[src/rtl/dout_chan_pkg.sv]
// Shared constants and carrier types for the digital output channel block
package dout_chan_pkg;

    localparam int  NCH          = 8;
    localparam int  DLY_W        = 16;
    localparam int  CLK_HZ       = 200_000_000;

    // Communication watchdog time in seconds
    localparam real WDOG_TIME_S  = 0.5;
    localparam int  WDOG_CYCLES  = int'($ceil(WDOG_TIME_S * CLK_HZ));
    localparam int  WDOG_W       = 27;

    // Delay granularity, one millisecond
    localparam real TICK_TIME_S  = 0.001;
    localparam int  TICK_CYCLES  = int'($ceil(TICK_TIME_S * CLK_HZ));
    localparam int  TICK_W       = 18;

    // Validity bit: 0 enabled, 1 invalid
    localparam logic DATA_OK     = 1'b0;
    localparam logic DATA_BAD    = 1'b1;
    localparam logic RST_OUT     = 1'b0;

    typedef enum logic [1:0] {
        ERR_CURRENT,
        ERR_SUBST,
        ERR_LAST
    } err_mode_e;

    // Value bit with companion validity bit
    typedef struct packed {
        logic value;
        logic invalid;
    } chan_data_s;

    typedef struct packed {
        logic              sim_mode;
        logic              sim_value;
        logic              sim_invalid;
        err_mode_e         err_mode;
        logic              subst_value;
        logic              negate;
        logic [DLY_W-1:0]  on_delay_ms;
        logic [DLY_W-1:0]  off_delay_ms;
    } chan_cfg_s;

endpackage : dout_chan_pkg

[src/rtl/dout_chan.sv]
// Eight-channel digital output processing with watchdog and substitute values
// Function
// - No communication for 0.5 s raises the error condition on every channel.
// - Normal mode drives the received bus value.
// - Simulation mode drives the configured simulated value instead.
// - Watchdog expiry or invalid data selects the error-mode value.
// - Line faults never start substitute-value handling.
// - Current-value mode passes the value unchanged, simulated too.
// - Substitute mode drives the configured substitute bit.
// - A substitute value is always flagged invalid.
// - Last-valid mode holds the value from before the error.
// - Negation inverts the channel signal.
// - ON delay postpones rising edges, filtering short high pulses.
// - OFF delay postpones falling edges, stretching high pulses.
// - Simulated value carries OK or invalid status; invalid starts error handling.
// - Each channel value travels with a validity bit, 0 enabled, 1 invalid.
// - Actual output state, including pending delays, is returned.
`timescale 1ns/1ps
module dout_chan #(
    parameter int unsigned WDOG_CYCLES = dout_chan_pkg::WDOG_CYCLES,
    parameter int unsigned TICK_CYCLES = dout_chan_pkg::TICK_CYCLES
) (
    // Clock and reset
    input  wire logic                                         clk,
    input  wire logic                                         rst,
    // Cyclic data from the communication unit
    input  wire logic                                         xfer_stb,
    input  wire dout_chan_pkg::chan_data_s [dout_chan_pkg::NCH-1:0] bus_data,
    // Per-channel configuration
    input  wire dout_chan_pkg::chan_cfg_s  [dout_chan_pkg::NCH-1:0] cfg,
    // Field side
    input  wire logic [dout_chan_pkg::NCH-1:0]                line_fault_pin,
    output logic      [dout_chan_pkg::NCH-1:0]                dout,
    // Returned state
    output dout_chan_pkg::chan_data_s      [dout_chan_pkg::NCH-1:0] status,
    output logic      [dout_chan_pkg::NCH-1:0]                line_fault,
    output logic                                              wdog_expired
);

    localparam int NCH = dout_chan_pkg::NCH;
    localparam int DW  = dout_chan_pkg::DLY_W;

    dout_chan_pkg::chan_data_s [NCH-1:0] bus_r;
    logic [dout_chan_pkg::WDOG_W-1:0]    wd_cnt_r;
    logic                                wd_exp_r;
    logic [dout_chan_pkg::TICK_W-1:0]    tick_cnt_r;
    logic                                tick_r;
    logic [NCH-1:0]                      last_r;
    logic [NCH-1:0]                      out_r;
    logic [DW-1:0]                       dly_cnt_r [NCH];
    logic [NCH-1:0]                      lf_meta_r;
    logic [NCH-1:0]                      lf_sync_r;
    dout_chan_pkg::chan_data_s [NCH-1:0] stat_r;

    logic [NCH-1:0] src_val;
    logic [NCH-1:0] src_inv;
    logic [NCH-1:0] err;
    logic [NCH-1:0] sel;
    logic [NCH-1:0] tgt;
    logic [NCH-1:0] flip;

    function automatic logic [DW-1:0] need_dly(input dout_chan_pkg::chan_cfg_s c, input logic rising);
        need_dly = rising ? c.on_delay_ms : c.off_delay_ms;
    endfunction : need_dly

    // Bus image is held between exchanges
    always_ff @(posedge clk) begin
        if (rst) begin
            for (int i = 0; i < NCH; i++) begin
                bus_r[i] <= '{value: 1'b0, invalid: dout_chan_pkg::DATA_BAD};
            end
        end else if (xfer_stb) begin
            bus_r <= bus_data;
        end
    end

    // Watchdog; starts expired-free, restarts on each exchange
    always_ff @(posedge clk) begin
        if (rst) begin
            wd_cnt_r <= '0;
            wd_exp_r <= 1'b0;
        end else if (xfer_stb) begin
            wd_cnt_r <= '0;
            wd_exp_r <= 1'b0;
        end else if (wd_cnt_r == dout_chan_pkg::WDOG_W'(WDOG_CYCLES - 1)) begin
            wd_exp_r <= 1'b1;
        end else begin
            wd_cnt_r <= wd_cnt_r + 1'b1;
        end
    end

    // Millisecond tick for the delays
    always_ff @(posedge clk) begin
        if (rst) begin
            tick_cnt_r <= '0;
            tick_r     <= 1'b0;
        end else if (tick_cnt_r == dout_chan_pkg::TICK_W'(TICK_CYCLES - 1)) begin
            tick_cnt_r <= '0;
            tick_r     <= 1'b1;
        end else begin
            tick_cnt_r <= tick_cnt_r + 1'b1;
            tick_r     <= 1'b0;
        end
    end

    // Source, error and strategy selection
    always_comb begin
        for (int i = 0; i < NCH; i++) begin
            src_val[i] = cfg[i].sim_mode ? cfg[i].sim_value : bus_r[i].value;
            src_inv[i] = cfg[i].sim_mode ? cfg[i].sim_invalid : bus_r[i].invalid;
            // Line fault state is deliberately absent from this term
            err[i] = wd_exp_r | (src_inv[i] == dout_chan_pkg::DATA_BAD);
            case (cfg[i].err_mode)
                dout_chan_pkg::ERR_CURRENT: sel[i] = src_val[i];
                dout_chan_pkg::ERR_SUBST:   sel[i] = err[i] ? cfg[i].subst_value : src_val[i];
                dout_chan_pkg::ERR_LAST:    sel[i] = err[i] ? last_r[i] : src_val[i];
                default:                    sel[i] = src_val[i];
            endcase
            tgt[i]  = sel[i] ^ cfg[i].negate;
            flip[i] = (tgt[i] != out_r[i]) && (dly_cnt_r[i] >= need_dly(cfg[i], tgt[i]));
        end
    end

    // Last valid value, frozen while the error lasts
    always_ff @(posedge clk) begin
        if (rst) begin
            last_r <= '0;
        end else begin
            for (int i = 0; i < NCH; i++) begin
                if (!err[i]) begin
                    last_r[i] <= src_val[i];
                end
            end
        end
    end

    // ON/OFF delay: a pending edge waits for the matching number of ticks
    always_ff @(posedge clk) begin
        if (rst) begin
            out_r <= {NCH{dout_chan_pkg::RST_OUT}};
            for (int i = 0; i < NCH; i++) begin
                dly_cnt_r[i] <= '0;
            end
        end else begin
            for (int i = 0; i < NCH; i++) begin
                if (tgt[i] == out_r[i] || flip[i]) begin
                    dly_cnt_r[i] <= '0;
                end else if (tick_r && dly_cnt_r[i] != '1) begin
                    dly_cnt_r[i] <= dly_cnt_r[i] + 1'b1;
                end
                if (flip[i]) begin
                    out_r[i] <= tgt[i];
                end
            end
        end
    end

    // Returned state: actual output plus validity of the driving data
    always_ff @(posedge clk) begin
        if (rst) begin
            for (int i = 0; i < NCH; i++) begin
                stat_r[i] <= '{value: dout_chan_pkg::RST_OUT, invalid: dout_chan_pkg::DATA_BAD};
            end
        end else begin
            for (int i = 0; i < NCH; i++) begin
                stat_r[i].value   <= out_r[i];
                // Substitute and held values are only ever used during an error
                stat_r[i].invalid <= err[i];
            end
        end
    end

    // Line fault pin is reported only
    always_ff @(posedge clk) begin
        if (rst) begin
            lf_meta_r <= '0;
            lf_sync_r <= '0;
        end else begin
            lf_meta_r <= line_fault_pin;
            lf_sync_r <= lf_meta_r;
        end
    end

    assign dout         = out_r;
    assign status       = stat_r;
    assign line_fault   = lf_sync_r;
    assign wdog_expired = wd_exp_r;

    for (genvar g = 0; g < NCH; g++) begin : g_chk

    end
endmodule : dout_chan

[config.mk]
export PLATFORM = sky130hd
export DESIGN_NAME = dout_chan
export DESIGN_NICKNAME = d
export VERILOG_FILES = /design/src/rtl/dout_chan_pkg.sv /design/src/rtl/dout_chan.sv
export SDC_FILE = /design/constraint.sdc
export NUM_CORES = 1
export LEC_CHECK = 0
export BUFFER_PORTS_ARGS = -buffer_cell sky130_fd_sc_hd__buf_2
export CORE_MARGIN = 4
export CORE_UTILIZATION = 40
export DETAILED_ROUTE_END_ITERATION = 16
export PLACE_DENSITY_LB_ADDON = 0.12
export SLEW_MARGIN = 30
export SYNTH_ARGS = -nofsm -noshare
export SYNTH_HDL_FRONTEND = slang
export SYNTH_SLANG_ARGS = --single-unit
[constraint.sdc]
create_clock -name clk -period 5.6 [get_ports clk]
set_input_delay 0 -clock clk [delete_from_list [all_inputs] [get_ports clk]]
set_output_delay 0 -clock clk [all_outputs]
set_load 0.01 [all_outputs]
==> results.txt <==
----------------------------------------------------
[Clocking]
  Cts bufs inserted ... 29
  Hold buffer count at CTS ... 67
  Worst-path clk slew ... 0.06 ns
  Num Clock Sinks ... 239
  Root buffer cell ... clkbuf_16
  Post-CTS sizing ... 0
  Number of buffers added for setup after CTS ... 0
  Maximum clock path buffer count ... 3
  CTS tree ... yes
  Clock latency on the worst-skew pair ... 0.56 ns
  H-tree depth reported by CTS ... 1

[GRT]
  Met3 Use GR ... 2.83%
  Via count of the first global-routing pass ... 14144
  GRT Max-Usage Layer ... met2
  Sum of overflow across all layers after global routing ... 0
  Pin count of the biggest net entering global routing ... 39
  GRT met2 Usage ... 33.4%
  Global-route wire length before repair ... 71300 um
  GRT Total Usage ... 19.3%
  Met1 Resource Use GR ... 25.7%
  Initial antenna violation count ... 2

[Power]
  Switching power share of the total ... 31.9%
  Lkg Pwr ... 8.79 nW
  Cell internal pwr ... 0.00416 W
  Share of total power in combinational logic ... 26.6%
  Pwr dens ... 297 mW/mm2
  Highest ir drop seen on vdd ... 0.210 mV
  Total net switching power ... 0.00195 W
  Seq pwr share ... 39.1%
  Clock share of power ... 34.3%

[Setup path]
  Data arrival time at the worst-slack endpoint ... 5.11 ns
  Crit end category ... flop
  Crit path max fanout ... 34
  Worst R2R Setup Slack ... 0.68 ns
  Type of the worst setup path ... flop to flop
  WP data required ... 5.79 ns
  Startpoint kind of the worst setup timing path ... flop

[Die]
  Starting density of the core ... 40.8%
  Die span in y ... 210 um
  I/O pin cnt ... 372
  Area of the die ... 0.0442 mm2
  Die extent in x ... 210 um
  Total core area ... 0.0401 mm2
  Count of standard-cell rows ... 73

[Job]
  Max Cap Viol ... 0

[Timing]
  Period minus WS final ... 4.92 ns
  Slew at the pin with the worst max-slew slack ... 0.861 ns
  Number of setup violations in the final report ... 0
  Final Hold Vio Count ... 0
  RSZ-0062 raised after global routing ... false
  Number of max-slew violations in the final report ... 0
  Hold Worst Slack ... 0.106 ns
  Final critical-path share of the clock period ... 87.9%
  Setup slack of the critical path after layout ... 0.679 ns
  Final total negative setup slack ... 0 ns
  Clock skew after layout ... 0.0134 ns
  Highest achievable clock rate ... 203 MHz
  Slew Limit Headroom ... 42.6%

[Logic synthesis]
  Syn Nets ... 2133
  Seq/Total Area, Yosys ... 37.1%
  Cell Area, Synth ... 0.0163 mm2
  Dominant synthesized flop cell ... edfxtp_1
  Count of flip-flops with a built-in enable after synthesis ... 128
  Synth area leaders ... edfxtp_1 (24%), dfxtp_1 (14%), ha_1 (12%), mux2i_1 (8.8%), nor4_1 (4.4%)
  Number of distinct library cells after synthesis ... 66
  Synthesis-stage register bit count ... 239
  Async set-or-reset flop fraction in the synthesized netlist ... 0%
  Yosys synthesis warning count ... 0
  Post-synthesis instance total ... 1640
  Post-synthesis average cell area ... 9.97 um2
  Most area-hungry cell type in the Yosys netlist ... edfxtp_1
  Top cell type's share of synthesized area ... 23.5%

[Layout]
  Final layout net count ... 2566
  Filler Cell Count ... 3718
  Core occupancy in the finished layout ... 51.2%
  Growth of design area from synthesis to finish ... 25.7%
  Area taken by multi-input logic gates ... 0.00979 mm2
  Seq. cell area ... 0.00607 mm2
  Layout cell share with drive strength beyond 1 ... 23.2%
  Number of standard cells in the layout, taps in and fillers out ... 2620
  Inserted Diodes ... 0

[Place]
  Total of buffers placed on input and output ports ... 371
  Cell total after placement ... 2500
  Worst slack after detailed placement ... 0.665 ns
  Gpl congestion ... 0.836
  Total half-perimeter wirelength after legalization and detailed placement ... 33600 um

[Detailed routing]
  Detailed-route via count ... 14009
  Average detailed-routed wire length per instance ... 17.2 um
  Antenna violation net count after detailed routing ... 0
  Vias per Instance ... 5.35
  Initial DRC count ... 573
  Wirelength, routed ... 45000 um
  Number of detailed-routing iterations run before antenna repair ... 5
  DRC violations left ... 0

[Status]
  Result of the run ... complete, no violations

[Worst hold path]
  Worst hold-check path type ... input port to flop

----------------------------------------------------
power groups by stage:
stage          Combinational [W]  Clock, W  Sequential [W]
5_1_grt                  0.00183   0.00222         0.00243
6_report                 0.00162   0.00209         0.00239
4_1_cts                  0.00163   0.00215         0.00239
3_3_place_gp             0.00154         0         0.00242
2_1_floorplan            0.00112         0         0.00234
3_5_place_dp             0.00158         0         0.00242
per-layer routing:
metal,routed length [um],vias to the layer above,part of all wire [%]
met1,20500,6545,46
met2,21300,329,47
met5,27,-,0.060
met3,2320,62,5.2
met4,815,4,1.8
li1,-,7069,-
final timing paths:
path	cells past startpoint	from	to
worst max-delay path	14	wdog_expired	dly_cnt_r[0][9]
worst max register to register	14	wdog_expired	dly_cnt_r[0][9]
worst min-delay path	3	xfer_stb	bus_r[0]
worst min register to register	1	lf_meta_r[3]	line_fault[3]
per-stage QoR:
stage               cell area [um2]  total power (W)
finish                        20500          0.00611
global route                  20500          0.00648
CTS                           20500          0.00617
detailed placement            18800          0.00400
global placement              18800          0.00396
floorplan                     16300          0.00347
sequential cells by signal, indices dropped and copies added, names as in the netlist:
signal	count
wdog_expired	1
tick_cnt_r	18
tick_r	1
dly_cnt_r	128
lf_meta_r	8
dout	8
last_r	8
bus_r	16
line_fault	8
status	16
wd_cnt_r	27
logic make-up (layout without fill, tap and decap cells):
| logic type | count (synthesis) | after routing | synth area share [%] |
|---|---|---|---|
| DFF | 239 | 239 | 37.1 |
| muxes | 153 | 153 | 9.45 |
| buffers and inverters | 124 | 579 | 3.02 |
| adders and majority gates | 154 | 154 | 11.8 |
| AOI/OAI and AO/OA | 183 | 183 | 8.05 |
| and+or+nand+nor | 625 | 625 | 20.9 |
| xor gates and xnor gates | 162 | 162 | 9.68 |
critical path, cell delays in order (launching register included):
cell	delay, ns
dfxtp_2	0.89
nor4bb_1	0.19
o22ai_1	0.19
o311a_1	0.26
xnor2_2	0.13
buf_4	0.18
buf_4	0.22
mux2i_1	0.22
ha_1	0.29
a211oi_1	0.26
and3_1	0.19
o31ai_1	0.07
a211oi_1	0.37
nor2_2	0.24
or4_1	0.85
synth_stat cells (6+ instances only):
| master | number |
|---|---|
| a211oi_1 | 22 |
| o21ai_0 | 29 |
| clkbuf_1 | 41 |
| xor2_1 | 71 |
| o211ai_1 | 9 |
| o21a_1 | 9 |
| xnor2_1 | 76 |
| a211o_1 | 9 |
| and3_1 | 23 |
| nand2b_1 | 9 |
| edfxtp_1 | 128 |
| nor4_2 | 11 |
| xnor3_1 | 8 |
| o311a_1 | 6 |
| nor3_1 | 26 |
| and4_1 | 9 |
| nand4_1 | 39 |
| mux2_2 | 10 |
| or3_1 | 10 |
| a21oi_1 | 32 |
| a41oi_1 | 6 |
| a2111o_1 | 6 |
| nand3_1 | 67 |
| nand2_1 | 99 |
| buf_2 | 8 |
| dfxtp_1 | 111 |
| or2_2 | 6 |
| o22ai_1 | 8 |
| inv_1 | 67 |
| ha_1 | 154 |
| nor2_1 | 137 |
| nor4bb_1 | 10 |
| a21o_1 | 13 |
| nor4_1 | 116 |
| nor2b_1 | 26 |
| mux2i_1 | 143 |
| xnor2_2 | 7 |
| nor4b_1 | 25 |
placed cells by master (no fill, tap or decap), drive strengths merged, types with 13 or more instances in the layout:
| cell | n |
|---|---|
| o21ai | 30 |
| nor2 | 137 |
| clkbuf | 37 |
| nor4 | 127 |
| nor4b | 25 |
| dfxtp | 111 |
| a21o | 13 |
| nand3 | 67 |
| inv | 68 |
| edfxtp | 128 |
| nor2b | 26 |
| xor2 | 71 |
| nor3 | 27 |
| a211oi | 23 |
| dlygate4sd3 | 67 |
| and3 | 23 |
| a21oi | 32 |
| nand2 | 99 |
| buf | 392 |
| mux2i | 143 |
| nand4 | 39 |
| ha | 154 |
| xnor2 | 83 |
layout make-up:
| cell class | instances | share of cell area (%) |
|---|---|---|
| Inverter | 67 | 1.22 |
| Clock buffer | 37 | 4.34 |
| Clock inverter | 16 | 0.920 |
| Multi-Input combinational cell | 1277 | 47.6 |
| Timing Repair Buffer | 459 | 13.1 |
| Tap cell | 525 | 3.20 |
| Sequential cell | 239 | 29.5 |
Note: power is estimated with default switching activity, not from simulation.
